## src/hw/gsc_regs.svh

```systemverilog
// Purpose: offsets, field positions, reset values and timing counts for the gauge control block
// Assumes: APB byte addresses, one 32-bit word per register
// Notes:   all values held as macros
`ifndef GSC_REGS_SVH
`define GSC_REGS_SVH
`define GSC_OFF_CTRL        12'h000
`define GSC_OFF_SLEEP_LIM   12'h004
`define GSC_OFF_WAKE_CFG    12'h008
`define GSC_OFF_CHG_DET     12'h00C
`define GSC_OFF_PERIODS     12'h010
`define GSC_OFF_SAMPLE_CFG  12'h014
`define GSC_OFF_ERR_CFG     12'h018
`define GSC_OFF_EOD_VOLT    12'h01C
`define GSC_OFF_RELEARN_LIM 12'h020
`define GSC_OFF_STATUS      12'h024
`define GSC_OFF_CAPACITY    12'h028
`define GSC_OFF_ACC_ERR     12'h02C
`define GSC_OFF_FULL_CAP    12'h030
`define GSC_OFF_FCC         12'h034
`define GSC_OFF_SAMPLE_THR  12'h038
`define GSC_OFF_SELF_DIS    12'h03C
`define GSC_CTRL_GAUGE_EN   0
`define GSC_CTRL_SAMPLE     1
`define GSC_STAT_INC        0
`define GSC_STAT_SLEEP      1
`define GSC_STAT_FULL_EOC   2
`define GSC_STAT_PARTIAL    3
`define GSC_STAT_RT_ALARM   9
`define GSC_STAT_RC_ALARM   8
`define GSC_STAT_TERMINATE  11
`define GSC_WAKE_VOLT_EN    0
`define GSC_WAKE_CURR_EN    1
`define GSC_WAKE_BUS_EN     2
`define GSC_WAKE_PIN_EN     3
`define GSC_WAKE_LVL_LSB    4
`define GSC_WAKE_LVL_STEP_MV 16'd256
`define GSC_RST_CHG_DET     16'h0010
`define GSC_RST_STATE_CHG   8'h02
`define GSC_RST_EOD_CONF    8'h03
`define GSC_RST_OWN_DRAIN   16'h004D
`define GSC_RST_SLEEP_LIM   16'h1770
`define GSC_RST_CAL         16'h30D4
`define GSC_RST_SAMPLE_LIM  16'h001B
`define GSC_RST_FCC         32'h00001000
`define GSC_RST_WAKE_CFG    8'hFF
`define GSC_RST_RELEARN     16'hFFFF
`define GSC_SAMPLE_SHIFT    14
`define GSC_PERIOD_MS       500
`endif

```

## src/hw/gsc_pkg.sv

```systemverilog
// Purpose: types shared by the gauge control block
// Assumes: nothing beyond the register header
// Notes:   one-hot codes written out
package gsc_pkg;
  typedef enum logic [2:0] {
    GSC_RUN    = 3'b001,
    GSC_SAMPLE = 3'b010,
    GSC_SLEEP  = 3'b100
  } gsc_mode_e;
endpackage

```

## src/hw/gsc_top.sv

```systemverilog
// Purpose: sleep control, charge direction and capacity accounting of a battery gauge
// Assumes: measurements arrive as plain inputs with a one-cycle period strobe
// Notes:   registers on APB; capacity saturates at zero, the error accumulator only grows until end of discharge
`include "gsc_regs.svh"
module gsc_top #(
  parameter int CNT_W = 8
) (
  input  wire logic        pclk,
  input  wire logic        presetn,
  input  wire logic        psel,
  input  wire logic        penable,
  input  wire logic        pwrite,
  input  wire logic [11:0] paddr,
  input  wire logic [31:0] pwdata,
  output logic      [31:0] prdata,
  output logic             pready,
  output logic             pslverr,
  input  wire logic        period_tick,
  input  wire logic [15:0] pack_voltage_input,
  input  wire logic [15:0] cell_voltage,
  input  wire logic signed [15:0] current_ma,
  input  wire logic [15:0] period_charge,
  input  wire logic [15:0] eod_threshold_mv,
  input  wire logic        bus_activity,
  input  wire logic        pin_activity,
  input  wire logic        full_charge_eoc,
  input  wire logic        time_alarm_req,
  input  wire logic        cap_alarm_req,
  output logic             sleep_active_ff,
  output logic             gauge_display_en_ff,
  output logic             capacity_increasing_state_ff,
  output logic             alarm_warning_ff
);
  if (CNT_W < 4 || CNT_W > 8) begin
    $error("gsc_top: CNT_W must be 4..8");
  end
  gsc_pkg::gsc_mode_e mode_ff;
  logic [15:0] sleep_pack_voltage_limit_ff;
  logic [7:0]  wake_source_config_ff;
  logic [15:0] charge_detect_current_ff;
  logic [7:0]  state_change_periods_ff;
  logic [7:0]  discharge_end_confirm_periods_ff;
  logic [15:0] sample_threshold_param_ff;
  logic [15:0] current_calibration_factor_ff;
  logic [15:0] current_error_term_ff;
  logic [15:0] self_discharge_error_term_ff;
  logic [15:0] own_drain_term_ff;
  logic [15:0] self_dis_pct_ff;
  logic [15:0] relearn_rate_limit_ff;
  logic [15:0] eod_volt_ff;
  logic [31:0] capacity_ff;
  logic [31:0] accumulated_error_ff;
  logic [31:0] learned_full_capacity_ff;
  logic [31:0] full_charge_capacity_ff;
  logic [31:0] capacity_at_full_ff;
  logic        gauge_en_ff;
  logic        full_eoc_ff;
  logic        partial_ff;
  logic        terminate_alarm_flag_ff;
  logic        rt_alarm_ff;
  logic        rc_alarm_ff;
  logic [CNT_W-1:0] dir_cnt_ff;
  logic [CNT_W-1:0] eod_cnt_ff;
  logic [CNT_W-1:0] mode_cnt_ff;
  logic [31:0] sample_thr;
  logic [15:0] abs_curr;
  logic        above_sample;
  logic        charge_seen;
  logic        wake_hit;
  logic [15:0] wake_level_mv;
  logic        gauging;
  logic        eod_valid;
  logic        apb_acc;
  logic [31:0] drain_term;
  logic [47:0] self_prod;
  logic [31:0] self_term;
  logic [31:0] loss;
  logic [31:0] err_step;
  logic [31:0] nxt_capacity;
  logic [CNT_W-1:0] dir_lim;
  logic [CNT_W-1:0] eod_lim;

  assign sample_thr = (32'(sample_threshold_param_ff) * 32'(current_calibration_factor_ff))
                      >> `GSC_SAMPLE_SHIFT;
  assign abs_curr = current_ma[15] ? 16'(-current_ma) : current_ma;
  assign above_sample = 32'(abs_curr) > sample_thr;
  assign charge_seen = !current_ma[15] && (current_ma > $signed(charge_detect_current_ff));
  assign wake_level_mv = 16'(wake_source_config_ff[7:`GSC_WAKE_LVL_LSB]) * `GSC_WAKE_LVL_STEP_MV;
  // wake decode uses no cell count input at all
  assign wake_hit = (wake_source_config_ff[`GSC_WAKE_VOLT_EN] &&
                     pack_voltage_input >= wake_level_mv) ||
                    (wake_source_config_ff[`GSC_WAKE_CURR_EN] && above_sample) ||
                    (wake_source_config_ff[`GSC_WAKE_BUS_EN] && bus_activity) ||
                    (wake_source_config_ff[`GSC_WAKE_PIN_EN] && pin_activity);
  assign gauging = gauge_en_ff && (mode_ff != gsc_pkg::GSC_SLEEP);
  assign dir_lim = CNT_W'(state_change_periods_ff);
  assign eod_lim = CNT_W'(discharge_end_confirm_periods_ff);
  assign eod_valid = gauging && period_tick && !capacity_increasing_state_ff &&
                     cell_voltage < eod_volt_ff && eod_cnt_ff + 1'b1 >= eod_lim;
  // own drain scaled: 77 counts per 300 uA per period, in capacity units
  assign drain_term = 32'(own_drain_term_ff);
  assign self_prod = 48'(self_dis_pct_ff) * 48'(full_charge_capacity_ff);
  assign self_term = self_prod[47:16];
  // all terms only ever reduce the estimate
  assign loss = 32'(current_error_term_ff) + drain_term + self_term +
                32'(self_discharge_error_term_ff);
  assign err_step = 32'(current_error_term_ff) + 32'(self_discharge_error_term_ff);
  always_comb begin
    nxt_capacity = capacity_ff;
    if (capacity_increasing_state_ff) begin
      nxt_capacity = capacity_ff + 32'(period_charge);
    end else if (capacity_ff > 32'(period_charge)) begin
      nxt_capacity = capacity_ff - 32'(period_charge);
    end else begin
      nxt_capacity = '0;
    end
    nxt_capacity = (nxt_capacity > loss) ? nxt_capacity - loss : '0;
  end

  // power mode sequencing
  always_ff @(posedge pclk or negedge presetn) begin
    if (!presetn) begin
      mode_ff <= gsc_pkg::GSC_SAMPLE;
      mode_cnt_ff <= '0;
    end else begin
      case (mode_ff)
        gsc_pkg::GSC_RUN: begin
          if (period_tick) begin
            mode_cnt_ff <= above_sample ? '0 : mode_cnt_ff + 1'b1;
            if (!above_sample && mode_cnt_ff == CNT_W'(1)) begin
              mode_ff <= gsc_pkg::GSC_SAMPLE;
              mode_cnt_ff <= '0;
            end
          end
        end
        gsc_pkg::GSC_SAMPLE: begin
          if (period_tick) begin
            if (!above_sample && pack_voltage_input < sleep_pack_voltage_limit_ff) begin
              mode_ff <= gsc_pkg::GSC_SLEEP;
              mode_cnt_ff <= '0;
            end else if (above_sample && mode_cnt_ff == CNT_W'(1)) begin
              mode_ff <= gsc_pkg::GSC_RUN;
              mode_cnt_ff <= '0;
            end else begin
              mode_cnt_ff <= above_sample ? mode_cnt_ff + 1'b1 : '0;
            end
          end
        end
        gsc_pkg::GSC_SLEEP: begin
          if (wake_hit) begin
            mode_ff <= gsc_pkg::GSC_RUN;
          end
        end
        default: mode_ff <= gsc_pkg::GSC_SAMPLE;
      endcase
    end
  end

  // charge direction with persistence
  always_ff @(posedge pclk or negedge presetn) begin
    if (!presetn) begin
      capacity_increasing_state_ff <= 1'b0;
      dir_cnt_ff <= '0;
    end else if (gauging && period_tick) begin
      if (charge_seen == capacity_increasing_state_ff) begin
        dir_cnt_ff <= '0;
      end else if (dir_cnt_ff + 1'b1 >= dir_lim) begin
        capacity_increasing_state_ff <= charge_seen;
        dir_cnt_ff <= '0;
      end else begin
        dir_cnt_ff <= dir_cnt_ff + 1'b1;
      end
    end
  end

  // end-of-discharge confirmation and threshold tracking
  always_ff @(posedge pclk or negedge presetn) begin
    if (!presetn) begin
      eod_cnt_ff <= '0;
      eod_volt_ff <= '0;
    end else if (gauging && period_tick) begin
      eod_volt_ff <= eod_threshold_mv;
      if (capacity_increasing_state_ff || cell_voltage >= eod_volt_ff || eod_valid) begin
        eod_cnt_ff <= '0;
      end else begin
        eod_cnt_ff <= eod_cnt_ff + 1'b1;
      end
    end
  end

  // capacity, error, relearn and status flags
  always_ff @(posedge pclk or negedge presetn) begin
    if (!presetn) begin
      capacity_ff <= '0;
      accumulated_error_ff <= '0;
      learned_full_capacity_ff <= `GSC_RST_FCC;
      full_charge_capacity_ff <= `GSC_RST_FCC;
      capacity_at_full_ff <= '0;
      full_eoc_ff <= 1'b0;
      partial_ff <= 1'b0;
      terminate_alarm_flag_ff <= 1'b0;
      rt_alarm_ff <= 1'b0;
      rc_alarm_ff <= 1'b0;
    end else if (gauging && period_tick) begin
      capacity_ff <= nxt_capacity;
      accumulated_error_ff <= accumulated_error_ff + err_step;
      rt_alarm_ff <= time_alarm_req;
      rc_alarm_ff <= cap_alarm_req;
      if (full_charge_eoc) begin
        full_eoc_ff <= 1'b1;
        partial_ff <= 1'b0;
        capacity_at_full_ff <= nxt_capacity;
        terminate_alarm_flag_ff <= 1'b0;
      end else if (capacity_increasing_state_ff && !full_eoc_ff) begin
        partial_ff <= 1'b1;
      end else if (capacity_increasing_state_ff && full_eoc_ff && charge_seen) begin
        partial_ff <= 1'b1;
      end
      if (eod_valid) begin
        terminate_alarm_flag_ff <= 1'b1;
        accumulated_error_ff <= '0;
        if (full_eoc_ff && !partial_ff && abs_curr <= relearn_rate_limit_ff) begin
          learned_full_capacity_ff <= capacity_at_full_ff - nxt_capacity;
          full_charge_capacity_ff <= capacity_at_full_ff - nxt_capacity;
        end
        full_eoc_ff <= 1'b0;
        partial_ff <= 1'b0;
      end
    end
  end

  // outputs seen by the pack
  always_ff @(posedge pclk or negedge presetn) begin
    if (!presetn) begin
      sleep_active_ff <= 1'b0;
      gauge_display_en_ff <= 1'b0;
      alarm_warning_ff <= 1'b0;
    end else begin
      sleep_active_ff <= (mode_ff == gsc_pkg::GSC_SLEEP);
      gauge_display_en_ff <= gauging;
      alarm_warning_ff <= terminate_alarm_flag_ff || rt_alarm_ff || rc_alarm_ff;
    end
  end

  // apb slave: zero wait, writes ignored while asleep
  assign apb_acc = psel && penable && (mode_ff != gsc_pkg::GSC_SLEEP);
  always_ff @(posedge pclk or negedge presetn) begin
    if (!presetn) begin
      pready <= 1'b0;
      pslverr <= 1'b0;
      prdata <= '0;
    end else begin
      pready <= psel && !penable;
      pslverr <= 1'b0;
      if (psel && !penable) begin
        case (paddr)
          `GSC_OFF_CTRL:        prdata <= {30'h0, mode_ff == gsc_pkg::GSC_SAMPLE, gauge_en_ff};
          `GSC_OFF_SLEEP_LIM:   prdata <= {16'h0, sleep_pack_voltage_limit_ff};
          `GSC_OFF_WAKE_CFG:    prdata <= {24'h0, wake_source_config_ff};
          `GSC_OFF_CHG_DET:     prdata <= {16'h0, charge_detect_current_ff};
          `GSC_OFF_PERIODS:     prdata <= {16'h0, discharge_end_confirm_periods_ff,
                                           state_change_periods_ff};
          `GSC_OFF_SAMPLE_CFG:  prdata <= {current_calibration_factor_ff,
                                           sample_threshold_param_ff};
          `GSC_OFF_ERR_CFG:     prdata <= {self_discharge_error_term_ff, current_error_term_ff};
          `GSC_OFF_EOD_VOLT:    prdata <= {16'h0, own_drain_term_ff};
          `GSC_OFF_RELEARN_LIM: prdata <= {16'h0, relearn_rate_limit_ff};
          `GSC_OFF_STATUS:      prdata <= {20'h0, terminate_alarm_flag_ff, 1'b0, rt_alarm_ff,
                                           rc_alarm_ff, 4'h0, partial_ff, full_eoc_ff,
                                           mode_ff == gsc_pkg::GSC_SLEEP,
                                           capacity_increasing_state_ff};
          `GSC_OFF_CAPACITY:    prdata <= capacity_ff;
          `GSC_OFF_ACC_ERR:     prdata <= accumulated_error_ff;
          `GSC_OFF_FULL_CAP:    prdata <= learned_full_capacity_ff;
          `GSC_OFF_FCC:         prdata <= full_charge_capacity_ff;
          `GSC_OFF_SAMPLE_THR:  prdata <= sample_thr;
          `GSC_OFF_SELF_DIS:    prdata <= {16'h0, self_dis_pct_ff};
          default: begin
            prdata <= '0;
            pslverr <= 1'b1;
          end
        endcase
      end
    end
  end

  always_ff @(posedge pclk or negedge presetn) begin
    if (!presetn) begin
      gauge_en_ff <= 1'b1;
      sleep_pack_voltage_limit_ff <= `GSC_RST_SLEEP_LIM;
      wake_source_config_ff <= `GSC_RST_WAKE_CFG;
      charge_detect_current_ff <= `GSC_RST_CHG_DET;
      state_change_periods_ff <= `GSC_RST_STATE_CHG;
      discharge_end_confirm_periods_ff <= `GSC_RST_EOD_CONF;
      sample_threshold_param_ff <= `GSC_RST_SAMPLE_LIM;
      current_calibration_factor_ff <= `GSC_RST_CAL;
      current_error_term_ff <= '0;
      self_discharge_error_term_ff <= '0;
      own_drain_term_ff <= `GSC_RST_OWN_DRAIN;
      relearn_rate_limit_ff <= `GSC_RST_RELEARN;
      self_dis_pct_ff <= '0;
    end else if (apb_acc && pwrite && pready) begin
      case (paddr)
        `GSC_OFF_CTRL:        gauge_en_ff <= pwdata[`GSC_CTRL_GAUGE_EN];
        `GSC_OFF_SLEEP_LIM:   sleep_pack_voltage_limit_ff <= pwdata[15:0];
        `GSC_OFF_WAKE_CFG:    wake_source_config_ff <= pwdata[7:0];
        `GSC_OFF_CHG_DET:     charge_detect_current_ff <= pwdata[15:0];
        `GSC_OFF_PERIODS: begin
          state_change_periods_ff <= pwdata[7:0];
          discharge_end_confirm_periods_ff <= pwdata[15:8];
        end
        `GSC_OFF_SAMPLE_CFG: begin
          sample_threshold_param_ff <= pwdata[15:0];
          current_calibration_factor_ff <= pwdata[31:16];
        end
        `GSC_OFF_ERR_CFG: begin
          current_error_term_ff <= pwdata[15:0];
          self_discharge_error_term_ff <= pwdata[31:16];
        end
        `GSC_OFF_EOD_VOLT:    own_drain_term_ff <= pwdata[15:0];
        `GSC_OFF_RELEARN_LIM: relearn_rate_limit_ff <= pwdata[15:0];
        `GSC_OFF_SELF_DIS:    self_dis_pct_ff <= pwdata[15:0];
        default: ;
      endcase
    end
  end

  sleep_entry_a: assert property (@(posedge pclk) disable iff (!presetn)
    (mode_ff == gsc_pkg::GSC_SAMPLE && period_tick && above_sample) |=>
      mode_ff != gsc_pkg::GSC_SLEEP)
    else $error("sleep entered with high current");
  sleep_exit_a: assert property (@(posedge pclk) disable iff (!presetn)
    (mode_ff == gsc_pkg::GSC_SLEEP && !wake_hit) |=> mode_ff == gsc_pkg::GSC_SLEEP)
    else $error("sleep left without wake");
  sleep_source_a: assert property (@(posedge pclk) disable iff (!presetn)
    (mode_ff == gsc_pkg::GSC_RUN) |=> mode_ff != gsc_pkg::GSC_SLEEP)
    else $error("sleep entered from run");
  sleep_quiet_a: assert property (@(posedge pclk) disable iff (!presetn)
    (mode_ff == gsc_pkg::GSC_SLEEP) |=> $stable(accumulated_error_ff))
    else $error("gauging while asleep");
  eod_flag_a: assert property (@(posedge pclk) disable iff (!presetn)
    eod_valid |=> terminate_alarm_flag_ff && accumulated_error_ff == 32'h0)
    else $error("end of discharge not flagged");
  cap_down_a: assert property (@(posedge pclk) disable iff (!presetn)
    (gauging && period_tick && !capacity_increasing_state_ff && !eod_valid) |=>
      capacity_ff <= $past(capacity_ff))
    else $error("capacity rose while decreasing");
  dir_hold_a: assert property (@(posedge pclk) disable iff (!presetn)
    (dir_cnt_ff == '0 && dir_lim > CNT_W'(1) && gauging && period_tick) |=>
      $stable(capacity_increasing_state_ff))
    else $error("direction changed too soon");
  err_grow_a: assert property (@(posedge pclk) disable iff (!presetn)
    (gauging && period_tick && !eod_valid) |=>
      accumulated_error_ff == $past(accumulated_error_ff) + $past(err_step))
    else $error("error not accumulated");
  sleep_cov: cover property (@(posedge pclk) mode_ff == gsc_pkg::GSC_SLEEP ##1
    mode_ff == gsc_pkg::GSC_RUN);
  eod_cov: cover property (@(posedge pclk) eod_valid);
  dir_cov: cover property (@(posedge pclk) $rose(capacity_increasing_state_ff));
endmodule

```

## config.mk

```make
export PLATFORM = sky130hd
export DESIGN_NAME = gsc_top
export DESIGN_NICKNAME = d
export VERILOG_FILES = /design/src/hw/gsc_pkg.sv /design/src/hw/gsc_top.sv
export VERILOG_INCLUDE_DIRS = /design/src /design/src/hw
export SDC_FILE = /design/constraint.sdc
export NUM_CORES = 2
export LEC_CHECK = 0
export ABC_AREA = 1
export BUFFER_PORTS_ARGS = -buffer_cell sky130_fd_sc_hd__buf_2
export CORE_MARGIN = 5
export CORE_UTILIZATION = 50
export DETAILED_ROUTE_END_ITERATION = 6
export MAX_ROUTING_LAYER = met4
export PLACE_DENSITY = 0.64
export SLEW_MARGIN = 10
export SYNTH_ARGS = -nofsm -noshare
export SYNTH_HDL_FRONTEND = slang
export SYNTH_SLANG_ARGS = --single-unit
```

## constraint.sdc

```tcl
create_clock -name pclk -period 19.1 [get_ports pclk]
set_clock_uncertainty 0.05 [all_clocks]
set_input_delay 1.91 -clock pclk [delete_from_list [all_inputs] [get_ports pclk]]
set_output_delay 1.91 -clock pclk [all_outputs]
set_load 0.01 [all_outputs]
```

======== After elaboration in Yosys (flattened, before gate mapping) ========
Index checks and enable logic that the tools add are counted.
cells by class
  add/subtract/negate cells ............... 13
  multipliers ............................. 2
  div/mod/pow operators ................... 0
  magnitude comparators ................... 11
  equal/unequal tests ..................... 26
  shifts and indexed selects .............. 0
  multiplexer cells ....................... 34
  bitwise gates (word level) .............. 1
  reduce and logical (&&, ||, !) cells .... 59
operators with widths
  kind                 number
  $pmux 32 s15         1
  $mux 32              4
  $eq 12x6->1 const B  8
  $mux 8               10
  $add 32x16->32       2
  $sub 32x32->32       2
  $eq 12x5->1 const B  4
  $mul 16x32->48       1
  $add 16x16->17       2
  $add 17x32->32       1
  $add 32x17->32       1
  $gt 32x16->1         1
  $gt 32x32->1         1
  $lt 16x16->1         2
  $mul 16x16->32       1
  $sub 32x16->32       1
  $reduce_and 2->1     13
  $add 8x1->8 const B  3
  $eq 12x4->1 const B  2
  $logic_and 1x1->1    23
  $gt 16x18->1         1
  $mux 3               6
  $ge 16x12->1         1
  $ge 16x16->1         1
  26 further kinds     54
word-level totals
  flip-flop bits (word level) ............. 383
  latch bits .............................. 0
  RAM bits ................................ 0
  ROM bits ................................ 0
  input bits .............................. 135
  word-level logic and storage cells ...... 180
  memories kept ........................... 0

======== Depth between registers and ports, before layout ========
  word-level depth ........................ 9
  mapped depth ............................ 70
  gate-level depth less buffers ........... 66

======== Least setup slack after synthesis ========
OpenSTA, ideal clock, no wires.
  path kind ............................... reg2reg
  from .................................... register full_charge_capacity_ff[12]
  to ...................................... register full_charge_capacity_ff[30]
  library setup time ...................... 0.083 ns
  arrival time ............................ 10.742 ns
  required time ........................... 18.967 ns
  path slack .............................. 8.225 ns
  cell stages (with the launch flop) ...... 61
  path buffers ............................ 4
  cells stage by stage .................... dfstp_2 > clkbuf_1 > clkbuf_1 > nand2_1 > fa_1 > fa_1 > fa_1 > inv_1 > fa_1 > fa_1 > inv_1 > fa_1 > inv_1 > ha_1 > a21oi_1 > inv_1 > a21oi_1 > o21ai_0 > [25 not listed] > nand4_1 > nand2_1 > buf_6 > buf_12 > nor2_4 > ha_1 > inv_1 > fa_1 > nand2_1 > a21oi_1 > a21oi_1 > nor2_1 > nor2_1 > o21ai_0 > nand3_1 > nand2_1 > xor2_1 > o21ai_0
between the ends
  cells in the longest elaborated chain, start to end .. 6
ends and longest elaborated chain
  element                                         RTL line        RTL
  start: declaration                              gsc_top.sv:54   logic [31:0] full_charge_capacity_ff;
  start signal: assignment                        gsc_top.sv:197  full_charge_capacity_ff <= `GSC_RST_FCC;
  start signal: assignment                        gsc_top.sv:224  full_charge_capacity_ff <= capacity_at_full_ff - nxt_capacity;
  $mul 16x32->48 *                                gsc_top.sv:102  assign self_prod = 48'(self_dis_pct_ff) * 48'(full_charge_capacity_ff);
  $add 17x32->32 *                                gsc_top.sv:105  assign loss = 32'(current_error_term_ff) + drain_term + self_term +
  $add 32x16->32 *                                gsc_top.sv:105
  $sub 32x32->32 or $gt 32x32->1 (tied branches)  gsc_top.sv:117  nxt_capacity = (nxt_capacity > loss) ? nxt_capacity - loss : '0;
  $mux 32 *                                       gsc_top.sv:117
  via nxt_capacity[0]                             gsc_top.sv:79   logic [31:0] nxt_capacity;
  $sub 32x32->32 *                                gsc_top.sv:224
The timed path passes the listed nets; every way through them passes the cells marked *.
A chain may end at the register's enable or synchronous reset.

======== Final worst setup path ========
  from .................................... register full_charge_capacity_ff[15]
  to ...................................... register full_charge_capacity_ff[30]
between the ends
  cells in the longest elaborated chain, start to end .. 6
ends and longest elaborated chain
  element                                         RTL line
  $mul 16x32->48 *                                gsc_top.sv:102
  $add 17x32->32 *                                gsc_top.sv:105
  $add 32x16->32 *                                gsc_top.sv:105
  $sub 32x32->32 or $gt 32x32->1 (tied branches)  gsc_top.sv:117
  $mux 32 *                                       gsc_top.sv:117
  $sub 32x32->32 *                                gsc_top.sv:224
Mark *: on every way between the ends. The rest lies on a longest branch, timed or not.

==> out/results.ini <==
[routing]
vias=48500
first_pass_iters=7
initialDrtViolationCount=4711
antenna_left=0
wirelength_um=193000
drcViolationCount=5
via_per_inst=5.59
drt-wirelength-per-cell_um=22.3

[place]
dp_hpwl_um=155000
port_buffers=172
place_ws_ns=5.66
gp_congestion=1.06
placedCellCount=8578

[synthesis]
synth_xor_area_share_pct=2.82
yosys.area_share.simple_pct=20.4
ys_seq_elements=383
synth_edf_count=0
ys.flop_type=dfrtp_1
synth_compound_area_share_pct=11.2
yosysWarnings=0
synth_area_leader_cell=fa_1
yosysUniqueCellTypes=64
synth_cells=7228
ys_seq_area_share_pct=17.9
syn_nets=8480
synth.area.mux_share_pct=0.0185
synth_adder_area_share_pct=35.1
synth_top_family_by_area=adder cells
synth_top_area_share_pct=24.6
synth.top_cells.by_area=fa_1, dfrtp_1, nand2_1
syn_area_per_cell_um2=7.47
synthArstFlopShare_pct=100
syn_area_um2=54000

[worst_setup_path]
cp-end-kind=flop
cpPeakStageDelay_ns=1.04
crit_type=reg -> reg
worstPathRequired_ns=19.51
startpoint_type=flop
crit_slowest_cell=dfrtp_1
cp_max_fo=18
reg2regPathDepth=56
cp_data_arrival_time_ns=14.07

[power]
power_frac_clock_pct=48.2
vdd_drop_max_uv=63.6
switching_share_pct=26.9
sequentialPowerShare_pct=43.1
p_comb_share_pct=8.7
leakagePower_nw=30.2
p_total_mw=1.88
p_int_mw=1.38
powerDensity_nw_per_um2=32.8
p_switching_uw=508

[grt]
grt_max_degree=75
grt_use_total_pct=34.2
grt-ovfl-total=0
antenna_found_initial=10
grt_pass1_vias=47800
grt_pass1_wl_um=293000

[cells_and_area]
fillers=10600
layoutNonFillerInstCount=8674
multi_input_area_um2=37500
ff_latch_area_um2=9650
nets=8473
drive_above_1_share_pct=6.45
area_growth_pct=6.54

[timing]
worst_hold_slack_ns=0.430
layout_min_cycle_time_ns=13.65
fmax_mhz=73.2
max-slew-margin-rel_pct=26.3
drv_slew=0
finalHoldViolCount=0
setup_tns_ns=0
finalSetupViolCount=0
worst_slack_ns=5.45
worstMarginPinSlew_ns=1.10
rsz0062_at_grt=false
final.period_utilization_pct=71.5

[die]
ios=173
start_util_pct=50.3
num_rows=120
coreArea_um2=107000
dieArea_um2=115000
die_w_um=339
die_h_um=339

[cts]
ctsResizeCount=0
cts_tree=done
clock_sinks=383
insertion_delay_ns=0.62
cts_made_buffers=44
clk_pin_slew_ns=0.07
cts_hold_buf=0
cts_setup_buffers=0
h-tree-depth=2
ctsLongestPathBuffers=3
root_buffer=clkbuf_16

[min_path]
hold_path_class=reg -> reg
whs_path_depth=2

[status]
violations=DRC
status=finished with violations

[job]
maxCapViolCount=0

==> through the flow <==
| stage | cell area [µm²] | util (%) |
|---|---|---|
| 3_3_place_gp | 56000 | 52.2 |
| 2_1_floorplan | 54000 | - |
| 6_report | 57500 | 53.6 |
| 5_1_grt | 57500 | 53.6 |
| 4_1_cts | 57500 | 53.6 |
| 3_5_place_dp | 56000 | 52.2 |
==> area by class of cell <==
type | instances | area share (%)
Timing Repair Buffer | 248 | 2.51
Multi-Input combinational cell | 5058 | 65.3
Tap cell | 1403 | 3.05
Antenna cell | 14 | 0.0609
Inverter | 1486 | 9.70
Clock inverter | 15 | 0.348
Sequential cell | 383 | 16.8
Clock buffer | 67 | 2.26
==> cells by family after synthesis <==
| logic type | count (synthesis) |
|---|---|
| AO/OA/AOI/OAI | 1073 |
| multiplexers | 1 |
| flip-flops | 383 |
| buffers and inverters | 1787 |
| XOR/XNOR | 174 |
| AND/OR/NAND/NOR | 2693 |
| adder cells (fa/ha/maj) | 1117 |
==> registers in the layout, indices dropped and copies added, names as in the netlist, 32 cells and up <==
name	count
accumulated_error_ff	32
capacity_at_full_ff	32
capacity_ff	32
full_charge_capacity_ff	32
prdata	32
==> routing by layer <==
metal  vias up  part of all wire [%]  track usage, %
met5         -                     0               -
met4         0                   3.7            11.0
met3       363                   9.2            5.74
met2      2232                    44            51.6
met1     23600                    43            47.4
li1      22300                     -               -
==> worst max-delay path, delay by kind of cell (launching register included) <==
kind | cells | cell delay (ns)
xor+xnor | 2 | 0.33
flops | 1 | 1.04
compound gates | 10 | 2.33
fa+ha+maj | 12 | 5.33
buf+inv | 10 | 1.24
simple gates | 22 | 3.14
==> cell usage after synthesis (all sizes together) (52+ instances only) <==
cell type,count
nand2,1988
inv,1482
fa,663
o21ai,517
ha,454
dfrtp,331
nor2,329
a21oi,312
clkbuf,243
nand3,182
xor2,109
nor3,67
xnor2,65
nand4,64
buf,58
dfstp,52
==> final timing paths <==
path	startpoint	endpoint	slack [ns]
min in group asynchronous	presetn	capacity_ff[26]	1.16
max in group asynchronous	presetn	self_dis_pct_ff[5]	14.80
hold / removal	prdata[12]	prdata[12]	0.43
setup reg to reg	full_charge_capacity_ff[15]	full_charge_capacity_ff[30]	5.45
setup / recovery	full_charge_capacity_ff[15]	full_charge_capacity_ff[30]	5.45
hold reg to reg	prdata[12]	prdata[12]	0.43
==> power groups by stage <==
stage / Combinational (mW) / Clock (mW) / Sequential [mW]
5_1_grt: 0.181 / 0.947 / 0.812
2_1_floorplan: 0.0831 / 0 / 0.827
3_5_place_dp: 0.162 / 0 / 0.827
4_1_cts: 0.162 / 0.918 / 0.812
3_3_place_gp: 0.160 / 0 / 0.827
6_report: 0.164 / 0.908 / 0.812
==> cells in the final DEF (no fill, tap or decap), types with 32 or more instances in the layout <==
cell,netlist,final
nor2_1,305,304
dfstp_2,52,52
o22ai_1,50,50
o21ai_0,475,475
nor3_1,62,62
xnor2_1,65,65
ha_1,454,454
buf_2,26,171
o21ai_1,32,32
nand2_1,1966,1962
dfrtp_1,331,331
a21oi_1,310,310
inv_1,1472,1471
clkbuf_16,0,45
buf_4,6,76
fa_1,663,663
nand3_1,177,177
xor2_1,109,109
nand4_1,64,64
No activity file was read; power rests on OpenSTA's default activity.
